$ cat config.mk
export PLATFORM = sky130hd
export DESIGN_NAME = wrs_supervisor
export DESIGN_NICKNAME = d
export VERILOG_FILES = /design/src/logic/wrs_pkg.sv /design/src/logic/wrs_count.sv /design/src/logic/wrs_supervisor.sv
export VERILOG_INCLUDE_DIRS = /design/src /design/src/logic
export SDC_FILE = /design/constraint.sdc
export NUM_CORES = 1
export LEC_CHECK = 0
export BUFFER_PORTS_ARGS = -buffer_cell sky130_fd_sc_hd__buf_2
export CAP_MARGIN = 20
export CORE_MARGIN = 2
export CORE_UTILIZATION = 50
export CTS_BUF_LIST = sky130_fd_sc_hd__clkbuf_2 sky130_fd_sc_hd__clkbuf_4 sky130_fd_sc_hd__clkbuf_8
export DETAILED_ROUTE_END_ITERATION = 8
export GPL_ROUTABILITY_DRIVEN = 0
export PLACE_DENSITY_LB_ADDON = 0.2
export SKIP_CTS_REPAIR_TIMING = 1
export SLEW_MARGIN = 40
export SYNTH_ARGS = -nofsm -noshare
export SYNTH_HDL_FRONTEND = slang
export SYNTH_HIERARCHICAL = 1
export SYNTH_SLANG_ARGS = --single-unit
export TNS_END_PERCENT = 10
$ cat constraint.sdc
create_clock -name SYS_CLK -period 3.4 [get_ports SYS_CLK]
set_clock_uncertainty 0.15 [all_clocks]
set_input_delay 0.17 -clock SYS_CLK [delete_from_list [all_inputs] [get_ports SYS_CLK]]
set_output_delay 0.17 -clock SYS_CLK [all_outputs]
set_load 0.02 [all_outputs]
$ cat src/logic/wrs_regs.svh
// register offsets, field positions, reset values and timing figures
// of the watchdog and reset supervisor; definitions only
`ifndef WRS_REGS_SVH
`define WRS_REGS_SVH

// register offsets
`define WRS_ADDR_WD_CTRL    7'h00
`define WRS_ADDR_FAILSAFE   7'h02
`define WRS_ADDR_WD_IRQ     7'h04
`define WRS_ADDR_WD_STAT    7'h05
`define WRS_ADDR_STARTUP    7'h73

// watchdog control fields and codes
`define WRS_WMC_MSB         7
`define WRS_WMC_LSB         5
`define WRS_NWP_MSB         3
`define WRS_NWP_LSB         0
`define WRS_WMC_WINDOW      3'h4
`define WRS_WMC_TIMEOUT     3'h2
`define WRS_WMC_AUTO        3'h1
`define WRS_NWP_RST         4'h0
`define WRS_PHASE_OFF       2'h0
`define WRS_PHASE_FIRST     2'h1
`define WRS_PHASE_SECOND    2'h2

// fail-safe and start-up fields
`define WRS_RCC_MAX         2'h3
`define WRS_RCC_RST         2'h0
`define WRS_STARTUP_MASK    8'h3f
`define WRS_RLC_MSB         5
`define WRS_RLC_LSB         4
`define WRS_AUXSEL_BIT      3
`define WRS_AUX_LOW         2'h0
`define WRS_AUX_HIGH        2'h3
`define WRS_SDM_BIT         2
`define WRS_SYNC_RST        4'hc
`define WRS_PIN_BLANK       2'h3

// timing, in microseconds at a 50 MHz clock
`define WRS_CLK_MHZ         50
`define WRS_TW_RST0_US      20000
`define WRS_TW_RST1_US      10000
`define WRS_TW_RST2_US      3600
`define WRS_TW_RST3_US      1000
`define WRS_TO_RST_US       200000
`define WRS_WD_PERIOD_US    64000
`define WRS_US2CYC(us)      ((us) * `WRS_CLK_MHZ)

`endif

$ cat src/logic/wrs_pkg.sv
// types shared by the watchdog and reset supervisor
// assumes wrs_regs.svh supplies all numeric constants
package wrs_pkg;

   typedef enum logic [2:0] {
      WRS_ST_NORMAL,
      WRS_ST_STANDBY,
      WRS_ST_SLEEP,
      WRS_ST_RESET,
      WRS_ST_FAILSAFE
   } wrs_state_t;

   typedef enum logic [1:0] {
      WRS_WD_OFF,
      WRS_WD_TIMEOUT,
      WRS_WD_WINDOW
   } wrs_wd_mode_t;

   typedef struct packed {
      logic       rd;
      logic       wr;
      logic [6:0] addr;
      logic [7:0] wdata;
   } wrs_reg_req_t;

endpackage : wrs_pkg

$ cat src/logic/wrs_count.sv
// loadable down-counter used for the reset and watchdog timers
// assumes one clock and a synchronous active-low reset
`timescale 1ns/1ps
module wrs_count #(
   parameter int W = 24
) (
   // clock and reset
   input  wire logic         clk,
   input  wire logic         rst_b,
   // control
   input  wire logic         load,
   input  wire logic [W-1:0] load_val,
   // state
   output logic [W-1:0]      cnt,
   output logic              done
);

   logic [W-1:0] cnt_ff;
   logic [W-1:0] nxt_cnt;

   // done marks the last cycle of a run of load_val cycles
   always_comb begin
      nxt_cnt = cnt_ff;
      if (load) begin
         nxt_cnt = load_val;
      end else if (cnt_ff != '0) begin
         nxt_cnt = cnt_ff - W'(1);
      end
   end

   always_ff @(posedge clk) begin
      if (!rst_b) begin
         cnt_ff <= '0;
      end else begin
         cnt_ff <= nxt_cnt;
      end
   end

   assign cnt  = cnt_ff;
   assign done = (cnt_ff == W'(1));

endmodule : wrs_count

$ cat src/logic/wrs_supervisor.sv
// watchdog mode selection, watchdog control side effects and the
// system reset sequencer with its counter and fail-safe escalation
// assumes the host register port and event inputs run on SYS_CLK;
// pins and supply comparators are asynchronous and are synchronised
`timescale 1ns/1ps
`include "wrs_regs.svh"
// Contract
// - mode code 001 selects Autonomous: watchdog off or Timeout.
// - Autonomous: Timeout in Normal, or Standby with irq low, if sdm 0.
// - watchdog control write restarts timer, phase 01, period start.
// - any system reset enters Reset and drives the reset pin low.
// - entering Reset, counter below 3 is incremented by one.
// - pin held low for reset length, then released, go Standby.
// - counter at 3 on entering Reset goes to fail-safe with limp.
// - no counter increment on battery undervoltage; host clears it.
// - main rail undervoltage during reset restarts the pulse timer.
// - reset time-out increments counter, restarts, or fail-safe at 3.
// - open-drain reset pin is sensed; external pull-down is a reset.
// - cold start after main rail undervoltage uses configured length.
// - other resets always use the shortest 1 ms length; the code gives wake from Sleep and leaving Off/Overload the configured one.
// - length field 5:4 selects 20, 10, 3.6 or 1 ms.
// - start-up bit 3 loads aux regulator control 00 or 11.
// - start-up bits 2..0 enable limp on high-voltage pins 4, 3, 2.
// - reset sources: rail undervoltage, pin, window faults, flag+ovf.
// - reconfiguring watchdog control in Normal causes a reset; the code resets only when the mode code changes.
// - leaving Off/Overload/Sleep, or a refused Sleep, causes a reset.
// - Timeout overflow sets the flag; overflow with flag pending resets.
// - Window: trigger only in second half; early or overflow resets.
// - counter at fail-safe register bits 1:0, read/write, max 3.
module wrs_supervisor #(
   parameter int              TW_W        = 24,
   parameter logic [TW_W-1:0] RST_LEN0_CYC =
      TW_W'(`WRS_US2CYC(`WRS_TW_RST0_US)),
   parameter logic [TW_W-1:0] RST_LEN1_CYC =
      TW_W'(`WRS_US2CYC(`WRS_TW_RST1_US)),
   parameter logic [TW_W-1:0] RST_LEN2_CYC =
      TW_W'(`WRS_US2CYC(`WRS_TW_RST2_US)),
   parameter logic [TW_W-1:0] RST_LEN3_CYC =
      TW_W'(`WRS_US2CYC(`WRS_TW_RST3_US)),
   parameter logic [TW_W-1:0] RST_TIMEOUT_CYC =
      TW_W'(`WRS_US2CYC(`WRS_TO_RST_US)),
   parameter logic [TW_W-1:0] WD_PERIOD_CYC =
      TW_W'(`WRS_US2CYC(`WRS_WD_PERIOD_US))
) (
   // clock and reset
   input  wire logic                  SYS_CLK,
   input  wire logic                  RST_B,
   // register port
   input  wire wrs_pkg::wrs_reg_req_t REG_REQ,
   output logic [7:0]                 REG_RDATA,
   output logic                       REG_RVALID,
   // non-volatile start-up image
   input  wire logic [7:0]            NVM_STARTUP,
   input  wire logic                  SW_DEV_MODE_ENABLE,
   // reset pin, open drain
   input  wire logic                  RESET_PIN_N_IN,
   output logic                       RESET_PIN_N_OUT,
   output logic                       RESET_PIN_N_OE,
   // asynchronous sense inputs
   input  wire logic                  INTERRUPT_REQUEST_PIN_N,
   input  wire logic                  MAIN_SUPPLY_RAIL_UV,
   input  wire logic                  BATTERY_SUPPLY_LEVEL_UV,
   // system events
   input  wire logic                  REQ_NORMAL,
   input  wire logic                  REQ_STANDBY,
   input  wire logic                  REQ_SLEEP,
   input  wire logic                  NO_REGULAR_IRQ,
   input  wire logic                  WAKE_FROM_SLEEP,
   input  wire logic                  LEAVE_OFF_OVERLOAD,
   // status
   output wrs_pkg::wrs_state_t        SYS_STATE,
   output logic [1:0]                 WATCHDOG_PHASE_STATUS,
   output logic                       WATCHDOG_INTERRUPT_FLAG,
   output logic                       LIMP_HOME_ACTIVE,
   output logic [2:0]                 HV_PIN_LIMP_ENABLE,
   output logic [1:0]                 AUX_REGULATOR_CONTROL
);

   // synchronisers: {reset pin, irq pin, main rail uv, battery uv}
   logic [3:0]          sync1_ff;
   logic [3:0]          sync2_ff;
   logic [1:0]          blank_ff;
   logic [1:0]          nxt_blank;

   wrs_pkg::wrs_state_t state_ff;
   wrs_pkg::wrs_state_t nxt_state;
   logic [1:0]          rcc_ff;
   logic [1:0]          nxt_rcc;
   logic                cold_ff;
   logic                nxt_cold;
   logic [2:0]          wmc_ff;
   logic [2:0]          nxt_wmc;
   logic [3:0]          nwp_ff;
   logic [3:0]          nxt_nwp;
   logic                wdi_ff;
   logic                nxt_wdi;
   logic [7:0]          startup_ff;
   logic [7:0]          nxt_startup;
   logic [1:0]          aux_ff;
   logic [1:0]          nxt_aux;
   logic                loaded_ff;
   logic [7:0]          rdata_ff;
   logic [7:0]          nxt_rdata;
   logic                rvalid_ff;

   logic                pin_low_s;
   logic                irq_low_s;
   logic                main_uv_s;
   logic                bat_uv_s;
   logic                driving;
   logic                ext_pull;
   wrs_pkg::wrs_wd_mode_t wd_mode;
   logic [1:0]          phase;
   logic                pls_load;
   logic                to_load;
   logic                wd_load;
   logic                wd_restart;
   logic                wd_rst;
   logic                cfg_err;
   logic                rst_cold;
   logic                rst_req;
   logic                sleep_bad;
   logic [TW_W-1:0]     pls_len;
   logic [TW_W-1:0]     wd_cnt;
   logic                pls_done;
   logic                to_done;
   logic                wd_done;
   logic [1:0]          rcc_inc;

   assign pin_low_s = !sync2_ff[3];
   assign irq_low_s = !sync2_ff[2];
   assign main_uv_s = sync2_ff[1];
   assign bat_uv_s  = sync2_ff[0];
   assign driving   = (state_ff == wrs_pkg::WRS_ST_RESET) ||
                      (state_ff == wrs_pkg::WRS_ST_FAILSAFE);
   // our own release takes two cycles to reach the synchronised sense
   assign ext_pull  = pin_low_s && !driving && (blank_ff == 2'h0);

   always_comb begin
      nxt_blank = blank_ff;
      if (driving) begin
         nxt_blank = `WRS_PIN_BLANK;
      end else if (blank_ff != 2'h0) begin
         nxt_blank = blank_ff - 2'h1;
      end
   end

   // effective watchdog mode from code, state, sdm and irq pin
   always_comb begin
      wd_mode = wrs_pkg::WRS_WD_OFF;
      case (state_ff)
         wrs_pkg::WRS_ST_NORMAL: begin
            if (wmc_ff == `WRS_WMC_WINDOW) begin
               wd_mode = wrs_pkg::WRS_WD_WINDOW;
            end else if (wmc_ff == `WRS_WMC_TIMEOUT) begin
               wd_mode = wrs_pkg::WRS_WD_TIMEOUT;
            end else if (wmc_ff == `WRS_WMC_AUTO &&
                         !SW_DEV_MODE_ENABLE) begin
               wd_mode = wrs_pkg::WRS_WD_TIMEOUT;
            end
         end
         wrs_pkg::WRS_ST_STANDBY: begin
            if (wmc_ff == `WRS_WMC_WINDOW ||
                wmc_ff == `WRS_WMC_TIMEOUT) begin
               wd_mode = wrs_pkg::WRS_WD_TIMEOUT;
            end else if (wmc_ff == `WRS_WMC_AUTO && irq_low_s &&
                         !SW_DEV_MODE_ENABLE) begin
               wd_mode = wrs_pkg::WRS_WD_TIMEOUT;
            end
         end
         wrs_pkg::WRS_ST_SLEEP: begin
            if (wmc_ff == `WRS_WMC_WINDOW ||
                wmc_ff == `WRS_WMC_TIMEOUT) begin
               wd_mode = wrs_pkg::WRS_WD_TIMEOUT;
            end
         end
         default: begin
            wd_mode = wrs_pkg::WRS_WD_OFF;
         end
      endcase
   end

   assign phase = (wd_mode == wrs_pkg::WRS_WD_OFF) ? `WRS_PHASE_OFF :
                  (wd_cnt > (WD_PERIOD_CYC >> 1)) ? `WRS_PHASE_FIRST :
                  `WRS_PHASE_SECOND;
   assign rcc_inc = (rcc_ff == `WRS_RCC_MAX) ? rcc_ff :
                    (bat_uv_s ? rcc_ff : rcc_ff + 2'h1);

   always_comb begin
      nxt_state   = state_ff;
      nxt_rcc     = rcc_ff;
      nxt_cold    = cold_ff;
      nxt_wmc     = wmc_ff;
      nxt_nwp     = nwp_ff;
      nxt_wdi     = wdi_ff;
      nxt_startup = startup_ff;
      nxt_aux     = aux_ff;
      pls_load    = 1'b0;
      to_load     = 1'b0;
      wd_restart  = 1'b0;
      wd_rst      = 1'b0;
      cfg_err     = 1'b0;
      // the start-up image is taken once, after power-up
      if (!loaded_ff) begin
         nxt_startup = NVM_STARTUP & `WRS_STARTUP_MASK;
         nxt_aux     = NVM_STARTUP[`WRS_AUXSEL_BIT] ?
                       `WRS_AUX_HIGH : `WRS_AUX_LOW;
         nxt_wmc     = SW_DEV_MODE_ENABLE ? `WRS_WMC_AUTO :
                       `WRS_WMC_TIMEOUT;
         nxt_cold    = 1'b1;
         pls_load    = 1'b1;
         to_load     = 1'b1;
      end
      if (REG_REQ.wr) begin
         case (REG_REQ.addr)
            `WRS_ADDR_WD_CTRL: begin
               nxt_wmc    = REG_REQ.wdata[`WRS_WMC_MSB:`WRS_WMC_LSB];
               nxt_nwp    = REG_REQ.wdata[`WRS_NWP_MSB:`WRS_NWP_LSB];
               wd_restart = 1'b1;
               if (state_ff == wrs_pkg::WRS_ST_NORMAL &&
                   nxt_wmc != wmc_ff) begin
                  cfg_err = 1'b1;
               end
               if (wd_mode == wrs_pkg::WRS_WD_WINDOW &&
                   phase == `WRS_PHASE_FIRST) begin
                  wd_rst = 1'b1;
               end
            end
            `WRS_ADDR_FAILSAFE: begin
               nxt_rcc = REG_REQ.wdata[1:0];
            end
            `WRS_ADDR_WD_IRQ: begin
               if (REG_REQ.wdata[0]) begin
                  nxt_wdi = 1'b0;
               end
            end
            `WRS_ADDR_STARTUP: begin
               nxt_startup = REG_REQ.wdata & `WRS_STARTUP_MASK;
            end
            default: begin
               nxt_wdi = nxt_wdi;
            end
         endcase
      end
      // overflow: a set of the flag wins over a clear in the same cycle
      if (wd_done && wd_mode != wrs_pkg::WRS_WD_OFF) begin
         wd_restart = 1'b1;
         if (wd_mode == wrs_pkg::WRS_WD_WINDOW || wdi_ff) begin
            wd_rst = 1'b1;
         end else begin
            nxt_wdi = 1'b1;
         end
      end
      rst_cold  = main_uv_s || WAKE_FROM_SLEEP || LEAVE_OFF_OVERLOAD;
      sleep_bad = REQ_SLEEP && (irq_low_s || NO_REGULAR_IRQ);
      rst_req   = rst_cold || ext_pull || wd_rst || cfg_err ||
                  sleep_bad;
      case (state_ff)
         wrs_pkg::WRS_ST_NORMAL, wrs_pkg::WRS_ST_STANDBY,
         wrs_pkg::WRS_ST_SLEEP: begin
            if (rst_req) begin
               if (rcc_ff == `WRS_RCC_MAX) begin
                  nxt_state = wrs_pkg::WRS_ST_FAILSAFE;
               end else begin
                  nxt_state = wrs_pkg::WRS_ST_RESET;
                  nxt_rcc   = rcc_inc;
                  nxt_cold  = rst_cold;
                  nxt_wmc   = SW_DEV_MODE_ENABLE ? `WRS_WMC_AUTO :
                              `WRS_WMC_TIMEOUT;
                  pls_load  = 1'b1;
                  to_load   = 1'b1;
               end
            end else if (REQ_SLEEP &&
                         state_ff != wrs_pkg::WRS_ST_SLEEP) begin
               nxt_state = wrs_pkg::WRS_ST_SLEEP;
            end else if (REQ_NORMAL &&
                         state_ff == wrs_pkg::WRS_ST_STANDBY) begin
               nxt_state = wrs_pkg::WRS_ST_NORMAL;
            end else if (REQ_STANDBY &&
                         state_ff == wrs_pkg::WRS_ST_NORMAL) begin
               nxt_state = wrs_pkg::WRS_ST_STANDBY;
            end
         end
         wrs_pkg::WRS_ST_RESET: begin
            if (to_done && loaded_ff) begin
               nxt_rcc = rcc_inc;
               if (rcc_inc == `WRS_RCC_MAX) begin
                  nxt_state = wrs_pkg::WRS_ST_FAILSAFE;
               end else begin
                  pls_load = 1'b1;
                  to_load  = 1'b1;
               end
            end else if (main_uv_s) begin
               nxt_cold = 1'b1;
               pls_load = 1'b1;
            end else if (pls_done && loaded_ff) begin
               nxt_state = wrs_pkg::WRS_ST_STANDBY;
            end
         end
         wrs_pkg::WRS_ST_FAILSAFE: begin
            nxt_state = wrs_pkg::WRS_ST_FAILSAFE;
         end
         default: begin
            nxt_state = wrs_pkg::WRS_ST_STANDBY;
         end
      endcase
      // cold starts take the configured length, warm ones the shortest
      pls_len = RST_LEN3_CYC;
      if (nxt_cold) begin
         case (nxt_startup[`WRS_RLC_MSB:`WRS_RLC_LSB])
            2'h0:    pls_len = RST_LEN0_CYC;
            2'h1:    pls_len = RST_LEN1_CYC;
            2'h2:    pls_len = RST_LEN2_CYC;
            default: pls_len = RST_LEN3_CYC;
         endcase
      end
   end

   assign wd_load = wd_restart || (wd_mode == wrs_pkg::WRS_WD_OFF);

   always_comb begin
      nxt_rdata = 8'h00;
      case (REG_REQ.addr)
         `WRS_ADDR_WD_CTRL:  nxt_rdata = {wmc_ff, 1'b0, nwp_ff};
         `WRS_ADDR_FAILSAFE: nxt_rdata = {6'h00, rcc_ff};
         `WRS_ADDR_WD_IRQ:   nxt_rdata = {7'h00, wdi_ff};
         `WRS_ADDR_WD_STAT:  nxt_rdata = {5'h00, SW_DEV_MODE_ENABLE,
                                          phase};
         `WRS_ADDR_STARTUP:  nxt_rdata = startup_ff;
         default:            nxt_rdata = 8'h00;
      endcase
   end

   wrs_count #(.W(TW_W)) u_pulse (
      .clk      (SYS_CLK),
      .rst_b    (RST_B),
      .load     (pls_load),
      .load_val (pls_len),
      .cnt      (),
      .done     (pls_done)
   );

   wrs_count #(.W(TW_W)) u_timeout (
      .clk      (SYS_CLK),
      .rst_b    (RST_B),
      .load     (to_load),
      .load_val (RST_TIMEOUT_CYC),
      .cnt      (),
      .done     (to_done)
   );

   wrs_count #(.W(TW_W)) u_wdog (
      .clk      (SYS_CLK),
      .rst_b    (RST_B),
      .load     (wd_load),
      .load_val (WD_PERIOD_CYC),
      .cnt      (wd_cnt),
      .done     (wd_done)
   );

   always_ff @(posedge SYS_CLK) begin
      if (!RST_B) begin
         sync1_ff   <= `WRS_SYNC_RST;
         sync2_ff   <= `WRS_SYNC_RST;
         blank_ff   <= `WRS_PIN_BLANK;
         state_ff   <= wrs_pkg::WRS_ST_RESET;
         rcc_ff     <= `WRS_RCC_RST;
         cold_ff    <= 1'b1;
         wmc_ff     <= `WRS_WMC_TIMEOUT;
         nwp_ff     <= `WRS_NWP_RST;
         wdi_ff     <= 1'b0;
         startup_ff <= 8'h00;
         aux_ff     <= `WRS_AUX_LOW;
         loaded_ff  <= 1'b0;
         rdata_ff   <= 8'h00;
         rvalid_ff  <= 1'b0;
      end else begin
         sync1_ff   <= {RESET_PIN_N_IN, INTERRUPT_REQUEST_PIN_N,
                        MAIN_SUPPLY_RAIL_UV, BATTERY_SUPPLY_LEVEL_UV};
         sync2_ff   <= sync1_ff;
         blank_ff   <= nxt_blank;
         state_ff   <= nxt_state;
         rcc_ff     <= nxt_rcc;
         cold_ff    <= nxt_cold;
         wmc_ff     <= nxt_wmc;
         nwp_ff     <= nxt_nwp;
         wdi_ff     <= nxt_wdi;
         startup_ff <= nxt_startup;
         aux_ff     <= nxt_aux;
         loaded_ff  <= 1'b1;
         rdata_ff   <= REG_REQ.rd ? nxt_rdata : rdata_ff;
         rvalid_ff  <= REG_REQ.rd;
      end
   end

   assign RESET_PIN_N_OUT         = 1'b0;
   assign RESET_PIN_N_OE          = driving;
   assign REG_RDATA               = rdata_ff;
   assign REG_RVALID              = rvalid_ff;
   assign SYS_STATE               = state_ff;
   assign WATCHDOG_PHASE_STATUS   = phase;
   assign WATCHDOG_INTERRUPT_FLAG = wdi_ff;
   assign LIMP_HOME_ACTIVE        =
      (state_ff == wrs_pkg::WRS_ST_FAILSAFE);
   assign HV_PIN_LIMP_ENABLE      = startup_ff[2:0];
   assign AUX_REGULATOR_CONTROL   = aux_ff;

endmodule : wrs_supervisor

After elaboration in Yosys (flattened, before gate mapping)
Cells that the tools add are included.

Add/sub/neg operators: 5. $lt $le $gt $ge: 1. Equality and inequality tests: 26. Multiplexer cells: 79. Bitwise operators: 1. Reduce and logical (&&, ||, !) cells: 48.

Operators by type and width (number): 2-to-1 mux 24 bit (4); equality test 24 x 1 -> 1 bit, second input constant (3); nonzero test 24 bit (3); subtractor 24 x 1 -> 24 bit, second input constant (3); one-hot mux 20 bit (3 select lines) (1); 2-to-1 mux 3 bit (15); 2-to-1 mux 22 bit (2); one-hot mux 8 bit (5 select lines) (1); 2-to-1 mux 1 bit (34); > comparator 24 x 21 -> 1 bit, second input constant (1); 2-to-1 mux 2 bit (12); 2-to-1 mux 8 bit (3); 2-to-1 mux 20 bit (1); equality test 7 x 3 -> 1 bit, second input constant (2); logical AND 1 bit (14); logical OR 1 bit (11); nonzero test 2 bit (5); equality test 3 x 2 -> 1 bit, second input constant (3); != test 3 x 2 -> 1 bit, second input constant (3); one-hot mux 3 bit (3 select lines) (1); equality test 2 bit, second input constant (4); equality test 7 x 2 -> 1 bit, second input constant (1); equality test 7 bit, second input constant (1); logical NOT 7 bit (1); 19 further kinds (31).

Bits in registers: 116. Input port bits: 38. Word-level logic and storage cells: 179.

Longest topological paths before layout
Depth in word-level cells: 22. Gate-level depth with buffers: 12. Gate-level depth less buffers: 11.

Modules after synthesis
The synthesis kept the hierarchy.

By module, submodules not included: wrs_count (times used 3, cells an instance 167, area each 1421.4 sq um, seq. area each 480.5 sq um); wrs_supervisor (times used 1, cells an instance 320, area each 2697.6 sq um, seq. area each 860.8 sq um).

Worst setup path after synthesis
No wires, ideal clock.

Path kind: register to register. Start point: register u_wdog.cnt_ff[8] (netlist: u_wdog/cnt[8]). End point: register u_timeout.cnt_ff[14] (netlist: u_timeout/cnt[14]). Setup time: 0.074 ns. Arrival: 3.397 ns. Data required time: 3.176 ns. Setup slack: -0.222 ns. Cell stages (with the launch flop): 11. Buffers on the path: 1. Cell sequence: dfxtp_1 > or4_4 > nor4_4 > and3_2 > nand4b_1 > nor3_4 > o311ai_4 > o311ai_0 > clkbuf_8 > or4_2 > a31oi_1.

Elaborated cells between the ends (all ways): 18.

RTL lines: start, declared (line wrs_count.sv:18) `logic [W-1:0] cnt_ff;`; start signal, assigned (line wrs_count.sv:35) `cnt_ff <= nxt_cnt;`; equality test 24 x 1 -> 1 bit (line wrs_count.sv:40) `assign done = (cnt_ff == W'(1));`; net wd_done (line wrs_supervisor.sv:127) `logic wd_done;`; logical AND 1 bit (line wrs_supervisor.sv:246) `if (wd_done && wd_mode != wrs_pkg::WRS_WD_OFF) begin`; 2-to-1 mux 1 bit (line wrs_supervisor.sv:246); logical OR 1 bit (3 in a row) (line wrs_supervisor.sv:256) `rst_req = rst_cold || ext_pull || wd_rst || cfg_err ||`; 2-to-1 mux 1 bit (line wrs_supervisor.sv:261) `if (rst_req) begin`; one-hot mux 1 bit (2 select lines) (line wrs_supervisor.sv:258) `case (state_ff)`; net to_load (line wrs_supervisor.sv:115) `logic to_load;`; OR reduction 2 bit (no source line); end signal, assigned (line wrs_count.sv:35); end, declared (line wrs_count.sv:18).

The timed path passes the listed nets, and every way through them passes these cells. A chain may end at the register's enable or synchronous reset.

Final worst setup path
Start point: register u_wdog.cnt_ff[21] (netlist: u_wdog/cnt[21]). End point: register u_timeout.cnt_ff[13] (netlist: u_timeout/cnt[13]).

The elaborated chain is that of the path after synthesis.

==> impl_metrics.csv <==
group,metric,value,unit
final_layout,utilization,63.1,%
clock_tree,clk_latency,0.44,ns
status,violations,"hold timing, setup timing",
global_routing,grt_pass1_vias,6004,
setup_path,cpMaxStageDelayCell,"or4_4",
timing,setup_viol,1,
yosys,synth.area.top_cells,"dfxtp_1 (33%), nand2_1 (5.5%), o21ai_0 (3.7%)",
placed_design,hpwl,12000,microns
route,drtAntennaViolNets,0,
setup_path,critPathMaxFanout,5,
global_routing,grt_use_met3,5.81,%
yosys,syn_avg_cell_area,8.48,sq um
die,initial_core_util,50.7,%
die,num_rows,43,
die,die_h,122,microns
power_and_ir_drop,ir_worst_vdd,0.000381,V
clock_tree,clk_transition_reported_paths,0.07,ns
final_layout,layout_common_cells,"dfxtp_1 (114), nand2_1 (99), buf_4 (65)",
clock_tree,cts_tree,"built",
yosys,syn_area,6960,sq um
clock_tree,cts-root-buf,"clkbuf_8",
timing,fin_crit_sh,100,%
final_layout,antenna_cells,0,
die,core,13700,sq um
timing,maxSlewViolCount,0,
final_layout,nets,1054,
global_routing,busiest_layer,"met2",
timing,setup_slack,-0.00491,ns
power_and_ir_drop,seqPwrFrac,34.7,%
setup_path,critPathLaunchType,"flip-flop",
timing,totalNegativeSetupSlack,-0.00491,ns
yosys,synth_top_area_share,33.1,%
route,wl_per_cell,15.0,microns
route,firstDrtPassIters,5,
power_and_ir_drop,comb_power_share,38.1,%
yosys,ys_warn_count,6,
setup_path,cpPeakStageDelay,0.55,ns
setup_path,crit_buf_inv,2,
global_routing,track_usage,24.0,%
global_routing,grt_overflow_total,0,
min_path,hold_class,"primary input to flip-flop",
power_and_ir_drop,netSwitchingFraction,36.4,%
power_and_ir_drop,p_leak,3.58,nW
power_and_ir_drop,power.internal,0.00318,W
final_layout,synthToLayoutAreaGrowth,24.4,%
yosys,synth_ff_type,"dfxtp_1",
timing,hold_viol_final,1,
global_routing,grt_use_met1,31.5,%
setup_path,arrival,3.62,ns
route,drt_iter0_drc,518,
clock_tree,cts_sinks,115,
yosys,ys_types,85,
setup_path,path_class,"flip-flop to flip-flop",
setup_path,crit_required,3.61,ns
yosys,yosysSeqAreaShare,33.1,%
route,dr_total_vias,6549,
yosys,yosysTopAreaCell,"dfxtp_1",
yosys,synth_async_sr_flop_share,0,%
timing,hold_ws,-0.0625,ns
global_routing,grt_max_degree,56,
power_and_ir_drop,power_frac_clock,27.2,%
timing,slew_headroom,54.6,%
setup_path,crit_family,"simple AND/OR/NAND/NOR gates",
global_routing,grt_pass1_wl,28700,microns
clock_tree,cts_max_level,4,
clock_tree,clk_path_buf_depth,2,
yosys,ys_ff_latch,115,
final_layout,final_common_cell,"dfxtp_1",
yosys,netlist_instances,821,
power_and_ir_drop,switching_power,0.00182,W
run,maxCapViolCount,0,
yosys,synth_edf_count,0,
timing,rsz0062_at_grt,"true",
die,die-area,14900,sq um
status,status,"finished, violations left",
timing,fin_crit,3.40,ns
setup_path,crit_path_frequent_cell,"o311ai_4",
timing,worst_pin_slew,0.675,ns
route,route.detailed.drc,0,
setup_path,crit_chain,"or4_4 > nor4_4 > and3_4 > nand4b_1 > nor3_4 > o311ai_4 > buf_6 > o311ai_4 > buf_4 > or4_1 > a31oi_1",
die,ios,61,
power_and_ir_drop,p_per_area,577,nW/um^2
timing,max_freq,0.294,GHz
final_layout,drive_above_1_share,24.0,%
global_routing,use_met2,39.3,%
placed_design,portBuffers,57,
route,wirelength,17900,microns
clock_tree,cts_made_buffers,17,
final_layout,fillers,1225,
setup_path,cp-end-kind,"flip-flop",
die,die_x,122,microns
global_routing,antenna_found_initial,0,
route,vias_per_cell,5.48,
## cell families after synthesis
group,count (synthesis),synth area share [%]
buffers and inverters,75,6.15
AOI/OAI and AO/OA,197,18.9
xor gates and xnor gates,42,5.28
DFF,115,33.1
adders and majority gates,15,2.70
other,2,0.108
and+or+nand+nor,353,30.4
muxes,22,3.34
## worst min-delay path, delay by kind of cell
family	cells	cell delay (ns)
buf+inv	1	0.17
compound gates	2	0.13
## layer usage
metal	vias to the layer above	wire [microns]
met5	-	0
met3	16	848
met4	0	157
li1	3320	-
met1	3046	8290
met2	167	8590
## flip-flops by register name (all words and copies together) (netlist names)
name                     count
u_pulse/cnt                 24
u_timeout/cnt               24
u_wdog/cnt                  24
REG_RDATA                    8
startup_ff                   8
nwp_ff                       4
sync1_ff                     4
sync2_ff                     4
SYS_STATE                    3
wmc_ff                       3
blank_ff                     2
rcc_ff                       2
AUX_REGULATOR_CONTROL        1
REG_RVALID                   1
WATCHDOG_INTERRUPT_FLAG      1
cold_ff                      1
loaded_ff                    1
## final cells by class
cell class,count,area (sq um),share of cell area (%)
Multi-Input combinational cell,689,4550,52.5
Sequential cell,115,2300,26.6
Timing Repair Buffer,147,1040,12.0
Clock buffer,20,269,3.11
Tap cell,180,225,2.60
Clock inverter,12,156,1.81
Inverter,31,124,1.43
## final timing paths
kind / start / to / slack [ns] / cells past startpoint
worst max-delay path: u_wdog/cnt[21] / u_timeout/cnt[13] / -0.005 / 11
worst min register to register: sync1_ff[2] / sync2_ff[2] / 0.26 / 1
worst max register to register: u_wdog/cnt[21] / u_timeout/cnt[13] / -0.005 / 11
worst min-delay path: RST_B / u_pulse/cnt[12] / -0.06 / 3
## power groups by stage
stage,registers [W],logic [W],clock network [W]
CTS,0.00173,0.00176,0.00139
floorplan,0.00174,0.00122,0
finish,0.00174,0.00190,0.00136
detailed placement,0.00176,0.00174,0
global route,0.00176,0.00211,0.00145
global placement,0.00176,0.00173,0
## cells in the mapped netlist (all sizes together) (9+ instances only)
cell	n
dfxtp	115
ha	15
nor2	24
nor4	31
xor2	14
and3	13
nand2b	13
or2	11
mux2i	15
and2	22
nand3	37
a21boi	9
a21oi	48
buf	22
xnor2	28
nand2	103
nand4	9
o21ai	52
or3	20
or4	24
inv	28
a31oi	19
nor3	14
nor3b	9
o311ai	13
clkbuf	22
## stage by stage
| step | hold WS, ns | instances | area [sq um] | power (W) | worst slack, ns |
|---|---|---|---|---|---|
| 4_1_cts | -0.263 | 1166 | 8310 | 0.00488 | -0.130 |
| 3_3_place_gp | 0.201 | 1134 | 7890 | 0.00349 | -0.0458 |
| 5_1_grt | -0.0163 | 1194 | 8660 | 0.00532 | -0.117 |
| 2_1_floorplan | 0.0477 | 877 | 7210 | 0.00297 | -0.0506 |
| 6_report | -0.0625 | 1194 | 8660 | 0.00500 | -0.00491 |
| 3_5_place_dp | 0.204 | 1134 | 7890 | 0.00350 | -0.0963 |
No activity file was read; power rests on OpenSTA's default activity.
